### config.mk
export PLATFORM = sky130hd
export DESIGN_NAME = special_cmd_decoder
export DESIGN_NICKNAME = d
export VERILOG_FILES = /design/src/hw/cmd_decoder_pkg.sv /design/src/hw/shutter_ctrl.sv /design/src/hw/special_cmd_decoder.sv
export SDC_FILE = /design/constraint.sdc
export NUM_CORES = 1
export LEC_CHECK = 0
export ABC_AREA = 1
export CORE_ASPECT_RATIO = 2
export CORE_MARGIN = 4
export CORE_UTILIZATION = 40
export CTS_CLUSTER_DIAMETER = 50
export DETAILED_ROUTE_END_ITERATION = 16
export DONT_BUFFER_PORTS = 1
export GPL_ROUTABILITY_DRIVEN = 0
export HOLD_SLACK_MARGIN = 0.1
export SYNTH_ARGS = -nofsm -noshare
export SYNTH_HDL_FRONTEND = slang
export SYNTH_SLANG_ARGS = --single-unit
### constraint.sdc
create_clock -name core_clk -period 2.8 [get_ports core_clk]
set_input_delay 0.56 -clock core_clk [delete_from_list [all_inputs] [get_ports core_clk]]
set_output_delay 0.56 -clock core_clk [all_outputs]
set_load 0.03 [all_outputs]
### src/hw/cmd_decoder_pkg.sv
// constants shared by the special command decoder and its shutter controllers
package cmd_decoder_pkg;

  // ****************************************
  // command codes
  // ****************************************
  localparam logic [7:0] CODE_HOST_MODE    = 8'hEE;
  localparam logic [7:0] CODE_BATCH        = 8'hDF;
  localparam logic [7:0] CODE_SHUT_A_OPEN  = 8'hAA;
  localparam logic [7:0] CODE_SHUT_A_COND  = 8'hAB;
  localparam logic [7:0] CODE_SHUT_A_CLOSE = 8'hAC;
  localparam logic [7:0] CODE_SHUT_B_OPEN  = 8'hBA;
  localparam logic [7:0] CODE_SHUT_B_COND  = 8'hBB;
  localparam logic [7:0] CODE_SHUT_B_CLOSE = 8'hBC;
  localparam logic [3:0] POS_MAX           = 4'h9;
  localparam int         POS_LSB           = 0;
  localparam int         WHEEL_BIT         = 7;
  localparam logic [2:0] BATCH_LEN         = 3'h4;

  // ****************************************
  // timing
  // ****************************************
  localparam int          CLK_MHZ       = 250;
  localparam int          POLL_US       = 50;
  localparam int          POLL_CYCLES   = POLL_US * CLK_MHZ;
  localparam int          HOLD_US       = 1;
  localparam logic [15:0] HOLD_RESET    = 16'(HOLD_US * CLK_MHZ);

  // ****************************************
  // register map, word index on the avalon address
  // ****************************************
  localparam logic [2:0] REG_CTRL     = 3'h0;
  localparam logic [2:0] REG_STATUS   = 3'h1;
  localparam logic [2:0] REG_LAST_CMD = 3'h2;
  localparam logic [2:0] REG_HOLD     = 3'h3;

  localparam int CTRL_POLL_EN     = 0;
  localparam int CTRL_FORCE_LOCAL = 1;
  localparam logic CTRL_POLL_EN_RESET = 1'b1;

  localparam int ST_HOST_MODE  = 0;
  localparam int ST_SRC_SERIAL = 1;
  localparam int ST_BUSY       = 2;
  localparam int ST_BATCH_LSB  = 4;
  localparam int ST_SHUT_A     = 8;
  localparam int ST_SHUT_B     = 9;

  typedef enum logic [1:0] {SH_CLOSED, SH_OPEN, SH_COND} shut_mode_t;
  typedef enum logic [2:0] {PH_IDLE, PH_COLLECT, PH_SHUT, PH_FILT_A, PH_FILT_B} phase_t;

endpackage

### src/hw/shutter_ctrl.sv
// one shutter: open, conditional open while its wheel stands, close
`timescale 1ns/1ps
module shutter_ctrl #(
  parameter logic [7:0] CODE_OPEN  = 8'h00,
  parameter logic [7:0] CODE_COND  = 8'h00,
  parameter logic [7:0] CODE_CLOSE = 8'h00
) (
  input  wire logic       core_clk,
  input  wire logic       sys_rst,
  input  wire logic       cmd_stb,
  input  wire logic [7:0] cmd_code,
  input  wire logic       wheel_moving,
  output logic            open_q
);

  cmd_decoder_pkg::shut_mode_t mode_q;
  cmd_decoder_pkg::shut_mode_t mode_d;

  always_comb begin
    mode_d = mode_q;
    if (cmd_stb) begin
      if (cmd_code == CODE_OPEN) begin
        mode_d = cmd_decoder_pkg::SH_OPEN;
      end else if (cmd_code == CODE_COND) begin
        mode_d = cmd_decoder_pkg::SH_COND;
      end else if (cmd_code == CODE_CLOSE) begin
        mode_d = cmd_decoder_pkg::SH_CLOSED;
      end
    end
  end

  always_ff @(posedge core_clk) begin
    if (sys_rst) begin
      mode_q <= cmd_decoder_pkg::SH_CLOSED;
      open_q <= 1'b0;
    end else begin
      mode_q <= mode_d;
      // conditional mode follows the wheel: shut while moving, open when stopped
      open_q <= (mode_d == cmd_decoder_pkg::SH_OPEN) ||
                ((mode_d == cmd_decoder_pkg::SH_COND) && !wheel_moving);
    end
  end

  // ****************************************
  // checks
  // ****************************************
  open_cmd_a: assert property (@(posedge core_clk) disable iff (sys_rst)
    cmd_stb && cmd_code == CODE_OPEN |=> open_q)
    else $error("shutter did not open on open code");
  close_cmd_a: assert property (@(posedge core_clk) disable iff (sys_rst)
    cmd_stb && cmd_code == CODE_CLOSE |=> !open_q)
    else $error("shutter did not close on close code");
  cond_follow_a: assert property (@(posedge core_clk) disable iff (sys_rst)
    mode_q == cmd_decoder_pkg::SH_COND && !cmd_stb |=> open_q == !$past(wheel_moving))
    else $error("conditional shutter does not follow wheel motion");

endmodule

### src/hw/special_cmd_decoder.sv
// special command decoder: input polling, busy handshake, host mode, batches, shutters
//
// Decided for this implementation: register access over Avalon-MM and the register offsets.
`timescale 1ns/1ps
module special_cmd_decoder #(
  parameter int POLL_CYCLES = cmd_decoder_pkg::POLL_CYCLES
) (
  input  wire logic        core_clk,
  input  wire logic        sys_rst,
  input  wire logic [2:0]  avs_address,
  input  wire logic        avs_read,
  input  wire logic        avs_write,
  input  wire logic [31:0] avs_writedata,
  output logic [31:0]      avs_readdata,
  output logic             avs_waitrequest,
  input  wire logic [7:0]  par_cmd,
  input  wire logic        ser_stb,
  input  wire logic [7:0]  ser_cmd,
  input  wire logic        local_req,
  input  wire logic        wheel_a_moving,
  input  wire logic        wheel_b_moving,
  output logic             busy_q,
  output logic             host_mode_q,
  output logic             src_serial_q,
  output logic             shutter_a_open_q,
  output logic             shutter_b_open_q,
  output logic             filt_stb_q,
  output logic [7:0]       filt_byte_q
);

  // ****************************************
  // register bus
  // ****************************************
  logic        wait_q;
  logic        poll_en_q;
  logic [15:0] hold_cfg_q;
  logic        force_local;
  logic [7:0]  last_cmd_q;
  logic [2:0]  batch_cnt_q;
  logic [31:0] status_w;
  logic        bus_ack;

  assign avs_waitrequest = wait_q;
  assign bus_ack         = (avs_read || avs_write) && !wait_q;
  assign force_local     = bus_ack && avs_write && avs_address == cmd_decoder_pkg::REG_CTRL &&
                           avs_writedata[cmd_decoder_pkg::CTRL_FORCE_LOCAL];

  always_comb begin
    status_w = 32'h0000_0000;
    status_w[cmd_decoder_pkg::ST_HOST_MODE]  = host_mode_q;
    status_w[cmd_decoder_pkg::ST_SRC_SERIAL] = src_serial_q;
    status_w[cmd_decoder_pkg::ST_BUSY]       = busy_q;
    status_w[cmd_decoder_pkg::ST_BATCH_LSB +: 3] = batch_cnt_q;
    status_w[cmd_decoder_pkg::ST_SHUT_A]     = shutter_a_open_q;
    status_w[cmd_decoder_pkg::ST_SHUT_B]     = shutter_b_open_q;
  end

  // waitrequest drops for one cycle after a request is seen
  always_ff @(posedge core_clk) begin
    if (sys_rst) begin
      wait_q <= 1'b1;
    end else begin
      wait_q <= !((avs_read || avs_write) && wait_q);
    end
  end

  always_ff @(posedge core_clk) begin
    if (sys_rst) begin
      avs_readdata <= 32'h0000_0000;
    end else if ((avs_read || avs_write) && wait_q) begin
      unique case (avs_address)
        cmd_decoder_pkg::REG_CTRL:     avs_readdata <= {31'h0, poll_en_q};
        cmd_decoder_pkg::REG_STATUS:   avs_readdata <= status_w;
        cmd_decoder_pkg::REG_LAST_CMD: avs_readdata <= {24'h0, last_cmd_q};
        cmd_decoder_pkg::REG_HOLD:     avs_readdata <= {16'h0, hold_cfg_q};
        default:                       avs_readdata <= 32'h0000_0000;
      endcase
    end
  end

  always_ff @(posedge core_clk) begin
    if (sys_rst) begin
      poll_en_q  <= cmd_decoder_pkg::CTRL_POLL_EN_RESET;
      hold_cfg_q <= cmd_decoder_pkg::HOLD_RESET;
    end else if (bus_ack && avs_write) begin
      if (avs_address == cmd_decoder_pkg::REG_CTRL) begin
        poll_en_q <= avs_writedata[cmd_decoder_pkg::CTRL_POLL_EN];
      end
      if (avs_address == cmd_decoder_pkg::REG_HOLD) begin
        hold_cfg_q <= avs_writedata[15:0];
      end
    end
  end

  // ****************************************
  // input polling and capture
  // ****************************************
  logic [15:0] poll_cnt_q;
  logic        poll_tick;
  logic [7:0]  prev_par_q;
  logic        par_take;
  logic        ser_pend_q;
  logic [7:0]  ser_byte_q;
  logic        ser_take;
  logic        cmd_stb_q;
  logic [7:0]  cmd_byte_q;
  logic        cmd_src_q;

  assign poll_tick = poll_cnt_q == 16'(POLL_CYCLES - 1);
  assign par_take  = poll_tick && poll_en_q && !busy_q && par_cmd != prev_par_q;
  assign ser_take  = ser_pend_q && !busy_q && !par_take;

  always_ff @(posedge core_clk) begin
    if (sys_rst || poll_tick) begin
      poll_cnt_q <= 16'h0000;
    end else begin
      poll_cnt_q <= poll_cnt_q + 16'h0001;
    end
  end

  always_ff @(posedge core_clk) begin
    if (sys_rst) begin
      prev_par_q <= 8'h00;
    end else if (poll_tick && poll_en_q && !busy_q) begin
      prev_par_q <= par_cmd;
    end
  end

  // a byte arriving as the old one is taken is kept: set wins
  always_ff @(posedge core_clk) begin
    if (sys_rst) begin
      ser_pend_q <= 1'b0;
      ser_byte_q <= 8'h00;
    end else if (ser_stb) begin
      ser_pend_q <= 1'b1;
      ser_byte_q <= ser_cmd;
    end else if (ser_take) begin
      ser_pend_q <= 1'b0;
    end
  end

  always_ff @(posedge core_clk) begin
    if (sys_rst) begin
      cmd_stb_q  <= 1'b0;
      cmd_byte_q <= 8'h00;
      cmd_src_q  <= 1'b0;
      last_cmd_q <= 8'h00;
    end else begin
      cmd_stb_q <= par_take || ser_take;
      if (par_take || ser_take) begin
        cmd_byte_q <= par_take ? par_cmd : ser_byte_q;
        cmd_src_q  <= !par_take;
        last_cmd_q <= par_take ? par_cmd : ser_byte_q;
      end
    end
  end

  // ****************************************
  // decode
  // ****************************************
  logic is_host, is_batch, is_shut_a, is_shut_b, is_filt, from_active, act;

  always_comb begin
    // host, batch and shutter codes compare the whole byte; a filter command only needs a low nibble of at most 9
    is_host   = cmd_byte_q == cmd_decoder_pkg::CODE_HOST_MODE;
    is_batch  = cmd_byte_q == cmd_decoder_pkg::CODE_BATCH;
    is_shut_a = cmd_byte_q inside {cmd_decoder_pkg::CODE_SHUT_A_OPEN,
                                   cmd_decoder_pkg::CODE_SHUT_A_COND,
                                   cmd_decoder_pkg::CODE_SHUT_A_CLOSE};
    is_shut_b = cmd_byte_q inside {cmd_decoder_pkg::CODE_SHUT_B_OPEN,
                                   cmd_decoder_pkg::CODE_SHUT_B_COND,
                                   cmd_decoder_pkg::CODE_SHUT_B_CLOSE};
    is_filt   = cmd_byte_q[cmd_decoder_pkg::POS_LSB +: 4] <= cmd_decoder_pkg::POS_MAX;
    from_active = cmd_src_q == src_serial_q;
    act       = cmd_stb_q && host_mode_q && from_active;
  end

  // ****************************************
  // host mode and source
  // ****************************************
  always_ff @(posedge core_clk) begin
    if (sys_rst) begin
      host_mode_q  <= 1'b0;
      src_serial_q <= 1'b0;
    end else if (cmd_stb_q && is_host) begin
      host_mode_q  <= 1'b1;
      src_serial_q <= cmd_src_q;
    end else if (local_req || force_local) begin
      host_mode_q <= 1'b0;
    end
  end

  // ****************************************
  // batch collection and run
  // ****************************************
  cmd_decoder_pkg::phase_t phase_q;
  logic [7:0] slot_q [4];
  logic [3:0] slot_vld_q;
  logic [1:0] slot_idx;
  logic       slot_hit;

  always_comb begin
    // entries sort by value into fixed slots, so order does not matter
    slot_hit = 1'b1;
    slot_idx = 2'd0;
    if (is_shut_a) begin
      slot_idx = 2'd0;
    end else if (is_shut_b) begin
      slot_idx = 2'd1;
    end else if (is_filt) begin
      slot_idx = cmd_byte_q[cmd_decoder_pkg::WHEEL_BIT] ? 2'd3 : 2'd2;
    end else begin
      slot_hit = 1'b0;
    end
  end

  always_ff @(posedge core_clk) begin
    if (sys_rst) begin
      phase_q     <= cmd_decoder_pkg::PH_IDLE;
      batch_cnt_q <= 3'h0;
      slot_vld_q  <= 4'h0;
      for (int i = 0; i < 4; i++) begin
        slot_q[i] <= 8'h00;
      end
    end else begin
      unique case (phase_q)
        cmd_decoder_pkg::PH_IDLE: begin
          if (act && is_batch) begin
            phase_q     <= cmd_decoder_pkg::PH_COLLECT;
            batch_cnt_q <= 3'h0;
            slot_vld_q  <= 4'h0;
          end
        end
        cmd_decoder_pkg::PH_COLLECT: begin
          if (act && slot_hit) begin
            slot_q[slot_idx]     <= cmd_byte_q;
            slot_vld_q[slot_idx] <= 1'b1;
            batch_cnt_q          <= batch_cnt_q + 3'h1;
            if (batch_cnt_q == cmd_decoder_pkg::BATCH_LEN - 3'h1) begin
              phase_q <= cmd_decoder_pkg::PH_SHUT;
            end
          end
        end
        cmd_decoder_pkg::PH_SHUT:   phase_q <= cmd_decoder_pkg::PH_FILT_A;
        cmd_decoder_pkg::PH_FILT_A: phase_q <= cmd_decoder_pkg::PH_FILT_B;
        cmd_decoder_pkg::PH_FILT_B: begin
          phase_q     <= cmd_decoder_pkg::PH_IDLE;
          batch_cnt_q <= 3'h0;
        end
        default: phase_q <= cmd_decoder_pkg::PH_IDLE;
      endcase
    end
  end

  // ****************************************
  // shutter and filter dispatch
  // ****************************************
  logic       single;
  logic       sh_a_stb, sh_b_stb;
  logic [7:0] sh_a_code, sh_b_code;
  logic       run_shut;

  assign single   = act && phase_q == cmd_decoder_pkg::PH_IDLE;
  assign run_shut = phase_q == cmd_decoder_pkg::PH_SHUT;

  always_comb begin
    sh_a_stb  = (single && is_shut_a) || (run_shut && slot_vld_q[0]);
    sh_b_stb  = (single && is_shut_b) || (run_shut && slot_vld_q[1]);
    sh_a_code = run_shut ? slot_q[0] : cmd_byte_q;
    sh_b_code = run_shut ? slot_q[1] : cmd_byte_q;
  end

  shutter_ctrl #(
    .CODE_OPEN  (cmd_decoder_pkg::CODE_SHUT_A_OPEN),
    .CODE_COND  (cmd_decoder_pkg::CODE_SHUT_A_COND),
    .CODE_CLOSE (cmd_decoder_pkg::CODE_SHUT_A_CLOSE)
  ) u_shut_a (
    .core_clk     (core_clk),
    .sys_rst      (sys_rst),
    .cmd_stb      (sh_a_stb),
    .cmd_code     (sh_a_code),
    .wheel_moving (wheel_a_moving),
    .open_q       (shutter_a_open_q)
  );

  shutter_ctrl #(
    .CODE_OPEN  (cmd_decoder_pkg::CODE_SHUT_B_OPEN),
    .CODE_COND  (cmd_decoder_pkg::CODE_SHUT_B_COND),
    .CODE_CLOSE (cmd_decoder_pkg::CODE_SHUT_B_CLOSE)
  ) u_shut_b (
    .core_clk     (core_clk),
    .sys_rst      (sys_rst),
    .cmd_stb      (sh_b_stb),
    .cmd_code     (sh_b_code),
    .wheel_moving (wheel_b_moving),
    .open_q       (shutter_b_open_q)
  );

  logic wait_a_q, wait_b_q;
  logic filt_go;
  logic [7:0] filt_d;

  always_comb begin
    filt_go = 1'b0;
    filt_d  = cmd_byte_q;
    if (single && is_filt && !is_shut_a && !is_shut_b && !is_host && !is_batch) begin
      filt_go = 1'b1;
    end else if (phase_q == cmd_decoder_pkg::PH_FILT_A && slot_vld_q[2]) begin
      filt_go = 1'b1;
      filt_d  = slot_q[2];
    end else if (phase_q == cmd_decoder_pkg::PH_FILT_B && slot_vld_q[3]) begin
      filt_go = 1'b1;
      filt_d  = slot_q[3];
    end
  end

  always_ff @(posedge core_clk) begin
    if (sys_rst) begin
      filt_stb_q  <= 1'b0;
      filt_byte_q <= 8'h00;
    end else begin
      filt_stb_q <= filt_go;
      if (filt_go) begin
        filt_byte_q <= filt_d;
      end
    end
  end

  // ****************************************
  // busy handshake
  // ****************************************
  logic [15:0] hold_cnt_q;
  logic        running;
  logic        ready;

  assign running = phase_q inside {cmd_decoder_pkg::PH_SHUT, cmd_decoder_pkg::PH_FILT_A,
                                   cmd_decoder_pkg::PH_FILT_B};
  assign ready   = !cmd_stb_q && !running && !filt_stb_q && hold_cnt_q == 16'h0000 &&
                   !(wait_a_q && wheel_a_moving) && !(wait_b_q && wheel_b_moving);

  always_ff @(posedge core_clk) begin
    if (sys_rst) begin
      hold_cnt_q <= 16'h0000;
    end else if (cmd_stb_q || running) begin
      hold_cnt_q <= hold_cfg_q;
    end else if (hold_cnt_q != 16'h0000) begin
      hold_cnt_q <= hold_cnt_q - 16'h0001;
    end
  end

  always_ff @(posedge core_clk) begin
    if (sys_rst) begin
      wait_a_q <= 1'b0;
      wait_b_q <= 1'b0;
    end else if (filt_go) begin
      wait_a_q <= !filt_d[cmd_decoder_pkg::WHEEL_BIT] || wait_a_q;
      wait_b_q <= filt_d[cmd_decoder_pkg::WHEEL_BIT] || wait_b_q;
    end else if (!busy_q) begin
      wait_a_q <= 1'b0;
      wait_b_q <= 1'b0;
    end
  end

  always_ff @(posedge core_clk) begin
    if (sys_rst) begin
      busy_q <= 1'b0;
    end else if (par_take || ser_take) begin
      busy_q <= 1'b1;
    end else if (busy_q && ready) begin
      busy_q <= 1'b0;
    end
  end

  // ****************************************
  // checks
  // ****************************************
  busy_on_take_a: assert property (@(posedge core_clk) disable iff (sys_rst)
    (par_take || ser_take) |=> busy_q ##1 busy_q)
    else $error("busy not raised for an accepted command");
  no_sample_busy_a: assert property (@(posedge core_clk) disable iff (sys_rst)
    busy_q |-> !par_take && !ser_take)
    else $error("inputs taken while busy");
  poll_change_a: assert property (@(posedge core_clk) disable iff (sys_rst)
    par_take |-> poll_tick && par_cmd != prev_par_q)
    else $error("parallel input taken without a change on a poll");
  host_enter_a: assert property (@(posedge core_clk) disable iff (sys_rst)
    cmd_stb_q && is_host && !host_mode_q |=> host_mode_q && src_serial_q == $past(cmd_src_q))
    else $error("host code did not enter host mode on its source");
  src_switch_a: assert property (@(posedge core_clk) disable iff (sys_rst)
    cmd_stb_q && is_host && host_mode_q && !from_active |=> $changed(src_serial_q))
    else $error("source not switched by host code on other input");
  batch_quiet_a: assert property (@(posedge core_clk) disable iff (sys_rst)
    phase_q == cmd_decoder_pkg::PH_COLLECT |=> !filt_stb_q)
    else $error("filter command issued while batch still collecting");
  batch_run_a: assert property (@(posedge core_clk)
    disable iff (sys_rst)
    phase_q == cmd_decoder_pkg::PH_COLLECT ##1 phase_q == cmd_decoder_pkg::PH_SHUT
    |-> $past(batch_cnt_q) == 3'h3 ##3 phase_q == cmd_decoder_pkg::PH_IDLE && batch_cnt_q == 3'h0)
    else $error("batch did not run after four entries");
  // shutter modes must stay put; the open level may still follow a conditional wheel
  odd_code_a: assert property (@(posedge core_clk) disable iff (sys_rst)
    single && !is_host && !is_batch && !is_shut_a && !is_shut_b && !is_filt
    |=> !filt_stb_q && phase_q == cmd_decoder_pkg::PH_IDLE && $stable(u_shut_a.mode_q) &&
        $stable(u_shut_b.mode_q) && (host_mode_q || $past(local_req || force_local)))
    else $error("unlisted code acted upon");

endmodule

# [Yosys cells after proc, flatten, opt, wreduce, memory -nomap -nowiden]
# Memory sizes are Yosys's and may differ from the RTL's.
# Index checks and enable logic that the tools add are counted.
[totals] regBits=139 latch_bits=0 ram_bits=32 wordCells=208 memories=1 rom_bits=0 input_bits=59
[classes] reduce_logical=84 n_eq_ne=33 n_shift=0 addsub=3 multipliers=0 n_div=0 bitwise=1 mux=57 magnitude_cmp=3
[memory_table] memory="slot_q" depth=4 word_bits=8 rd=4 rd_ports_with_merged_regs=0 wr=4 line_no="special_cmd_decoder.sv:197" text="logic [7:0] slot_q [4];"
[ops] operator="8-bit equality test (second input constant)" count=14
[ops] operator="16-bit one-hot mux with 4 select lines" count=1
[ops] operator="8-bit two-way mux" count=7
[ops] operator="1-bit logical AND" count=38
[ops] operator="16-bit two-way mux" count=2
[ops] operator="1-bit two-way mux" count=24
[ops] operator="2-bit two-way mux" count=12
[ops] operator="16-bit by 1-bit adder with 16-bit output (second input constant)" count=1
[ops] operator="16-bit by 14-bit equality test with 1-bit output (second input constant)" count=1
[ops] operator="1-bit logical NOT" count=16
[ops] operator="16-bit logical NOT" count=1
[ops] operator="16-bit nonzero test" count=1
[ops] operator="16-bit by 1-bit subtractor with 16-bit output (second input constant)" count=1
[ops] operator="3-bit by 2-bit equality test with 1-bit output (second input constant)" count=5
[ops] operator="3-bit two-way mux" count=5
[ops] operator="3-bit one-hot mux with 4 select lines" count=1
[ops] operator="3-bit nonzero test" count=4
[ops] operator="1-bit logical OR" count=11
[ops] operator="2-bit nonzero test" count=5
[ops] operator="3-bit one-hot mux with 3 select lines" count=1
[ops] operator="3-bit AND reduction" count=3
[ops] operator="4-bit two-way mux" count=2
[ops] operator="8-bit != test" count=1
[ops] operator="4-bit one-hot mux with 2 select lines" count=1
[ops] operator="16 further kinds" count=23

# [Depth between registers and ports, before layout]
[depth] ltp_word=12 mapped_depth=15

# [Hierarchy]
# Synthesis repeated with hierarchy kept, for this count alone.
[hier_totals] hier_cells=1015 hier_area_um2=7608.5
[by_module_without_submodules] module="special_cmd_decoder" n_inst=1 seq_area_each_um2=3303.2 area_per_inst_um2=7140.6 cells_per_inst=929
[by_module_without_submodules] module="shutter_ctrl (u_shut_a)" n_inst=1 seq_area_each_um2=60.1 area_per_inst_um2=259.0 cells_per_inst=47
[by_module_without_submodules] module="shutter_ctrl (u_shut_b)" n_inst=1 seq_area_each_um2=60.1 area_per_inst_um2=209.0 cells_per_inst=39

# [Least setup slack after synthesis]
# No wires, ideal clock.
[synth_timing] kind="register to register" start="register cmd_byte_q[2]" end="memory slot_q[2][0] (enable)" n_path_buf=0 t_arrival_ns=1.803 synth_period_minus_slack_ns=2.187 stages_incl_launch_ff=10 slack_ns=0.613 cell_sequence="dfxtp_1 inv_2 nand3_1 a21oi_4 inv_4 nand2_1 nand2_1 inv_2 nand3_4 o21ai_0"
[synth_rtl] item="start: declaration" line_no="special_cmd_decoder.sv:106" text="logic [7:0] cmd_byte_q;"
[synth_rtl] item="start signal: assignment" line_no="special_cmd_decoder.sv:151" text="cmd_byte_q <= par_take ? par_cmd : ser_byte_q;"
[synth_rtl] item="end: declaration" line_no="special_cmd_decoder.sv:197"

==> summary.md <==
| Metric | Value |
|---|---|
| Worst setup EP type | register |
| Port bufs | 0 |
| First-pass GRT wire length | 30,800 um |
| Status | complete, no violations |
| Tcrit/Tclk final | 0.832 |
| Ranking of synthesized cells by area | dfxtp_1 33%, edfxtp_1 13%, nand2_1 11% |
| Synth cell types | 48 |
| Iter 0 DRT Violations | 310 |
| Post-CTS setup repair buffer count | 0 |
| CP startpoint | cmd_byte_q[7] |
| DP HPWL | 14,700 um |
| Clock sink total | 155 |
| Worst EP required | 2.88 ns |
| Async S/R FF share, synth | 0 |
| Worst-path fanout max | 8 |
| Top cell type's share of synthesized area | 0.333 |
| Die area | 0.0208 sq mm |
| Crit path DAT | 2.41 ns |
| Clock latency on the worst-skew pair | 0.41 ns |
| Synthesized cell area | 0.00739 sq mm |
| Fmax | 0.429 GHz |
| Ports | 106 |
| Grt ovf | 0 |
| Row Count | 70 |
| Final setup margin | 0.470 ns |
| Worst hold slack | 0.204 ns |
| Post-synth top area cell | dfxtp_1 |
| Ys Warns | 0 |
| Initial core utilization | 0.405 |
| Syn Area/Cell | 7.51 sq um |
| Tmin final | 2.33 ns |
| Post-synthesis sequential area ratio | 0.463 |
| Root buffer cell | clkbuf_16 |
| Commonest cells post-synth | 209 x nand2_1, 139 x nor2_1, 123 x dfxtp_1, 95 x inv_1, 68 x o21ai_0 |
| Initial antenna violation count | 0 |
| Htree depth | 4 |
| Setup CP Type | register to register |
| Flop2flop setup slack | 0.47 ns |
| GRT Util Overall | 0.185 |
| Worst-path clk slew | 0.07 ns |
| Max_cap viols | 0 |
| Pre-CTS setup slack | 0.521 ns |
| N_diodes | 0 |
| Die Wd | 104 um |
| Synth Flop Type | dfxtp_1 |
| Final setup vio count | 0 |
| Wirelength per Cell | 15.5 um |
| Post-route DRC | 0 |
| Reg2Reg Depth | 10 |
| Num CTS Buffers | 17 |
| Vias in the first global route | 6,229 |
| CTS Hold Bufs | 0 |
| Largest net degree at the start of global routing | 41 |
| Unrepaired setup endpoints after global routing | no |
| Most frequent cell after synthesis | nand2_1 |
| Slew Viols, Final | 0 |
| Share of layout cells above drive strength 1 | 0.0909 |
| Total Wirelength | 18,900 um |
| Setup TNS Final | 0 ns |
| Worst r2r dst | slot_q[0][2] |
| Core area | 0.0182 sq mm |
| CTS max path bufs | 2 |
| FF-to-FF Start | cmd_byte_q[7] |
| Post-CTS resize count | 0 |
| Die extent in y | 200 um |
| Critical Path Sink | slot_q[0][2] |
| Max_slew headroom | 0.573 |
| CTS tree | done |
| Area growth syn-to-layout | 10.2% |
| Hold WC Path Type | input pin to register |
| Mapped Cells | 983 |
| Fin. Hold Viols | 0 |
| Post-synth EDFFs | 32 |
| Antenna Violating Nets Remaining | 0 |
| Peak supply drop | 380 uV |
| Clk_skew | 0.00699 ns |
| Post-layout net count | 1,051 |
| Total power | 5.66 mW |
| P_leak | 3.37 nW |
| TritonRoute pass-1 iters | 5 |
| Vias per cell | 5.11 |
| Via Count | 6,221 |
| PwrDens | 696 mW/mm^2 |
| Crit start category | register |
| Synthesized flop and latch total | 155 |
| Slew @ Worst Pin | 0.633 ns |
[report_power, final]
part / switching, mW / internal [mW]
Combinational: 0.549 / 0.274
Clock: 0.964 / 1.33
Sequential: 0.121 / 2.42
Total: 1.63 / 4.03
[cell usage in the layout (no fill, tap or decap), drive strengths merged, types with 12 or more instances in the layout]
cell    count
edfxtp     32
nand4      12
buf        13
o21ai      71
nor3       41
inv       114
nand3      70
nor2      148
dfxtp     123
clkbuf     17
conb       20
nand2     220
a21oi      47
xor2       16
[metrics by stage]
| step | utilization | std cells | area (sq um) |
|---|---|---|---|
| after floorplan | - | 1002 | 7460 |
| after global placement | 0.414 | 1185 | 7550 |
| after detailed placement | 0.414 | 1185 | 7550 |
| after CTS | 0.447 | 1217 | 8140 |
| after global routing | 0.447 | 1217 | 8140 |
| final | 0.447 | 1217 | 8140 |
[critical path: stages (launching register included)]
cell and delay (ns):
dfxtp_1 0.50, inv_1 0.20, nor2_1 0.12, nand2_1 0.06, a21oi_1 0.19, nor2_1 0.06
nand2_1 0.09, nand2_1 0.08, inv_2 0.09, nand4_1 0.23, nand2_1 0.36
[registers in the layout, indices dropped and copies added (netlist names), 2 cells and up]
name / count
avs_readdata: 16
batch_cnt_q: 3
cmd_byte_q: 8
filt_byte_q: 8
hold_cfg_q: 16
hold_cnt_q: 16
phase_q: 3
poll_cnt_q: 16
prev_par_q: 8
ser_byte_q: 8
slot_q: 32
slot_vld_q: 4
u_shut_a.mode_q: 2
u_shut_b.mode_q: 2
[how the worst min path moves through the flow]
stage / startpoint / to / slack, ns / cells past startpoint
5_1_grt: sys_rst / avs_readdata[6] / 0.18 / 1
3_3_place_gp: poll_cnt_q[0] / poll_cnt_q[0] / 0.43 / 1
2_1_floorplan: poll_cnt_q[0] / poll_cnt_q[0] / 0.42 / 1
4_1_cts: sys_rst / avs_readdata[7] / 0.20 / 1
6_report: sys_rst / avs_readdata[6] / 0.20 / 1
3_5_place_dp: slot_vld_q[0] / slot_vld_q[0] / 0.44 / 2
[layout make-up]
type / count / area [sq um]
Clock buffer: 17 / 425
Clock inverter: 15 / 165
Fill cell: 1860 / 10100
Inverter: 110 / 418
Multi-Input combinational cell: 691 / 3340
Sequential cell: 155 / 3420
Tap cell: 216 / 270
Timing Repair Buffer: 13 / 97.6
[layer usage]
| metal | GRT usage | up-vias | part of all wire |
|---|---|---|---|
| li1 | - | 3198 | - |
| met1 | 0.178 | 2846 | 0.36 |
| met2 | 0.368 | 133 | 0.57 |
| met3 | 0.0361 | 44 | 0.035 |
| met4 | 0.0842 | 0 | 0.037 |
| met5 | 0 | - | 0 |
[kinds of logic after synthesis]
| logic type | Yosys count | synth area share |
|---|---|---|
| buffers and inverters | 156 | 0.0940 |
| DFF | 155 | 0.463 |
| adders and majority gates | 4 | 0.00678 |
| other | 1 | 0.000508 |
| AOI/OAI and AO/OA | 149 | 0.113 |
| and+or+nand+nor | 500 | 0.301 |
| xor gates and xnor gates | 18 | 0.0213 |
(Power assumes the default switching activity.)
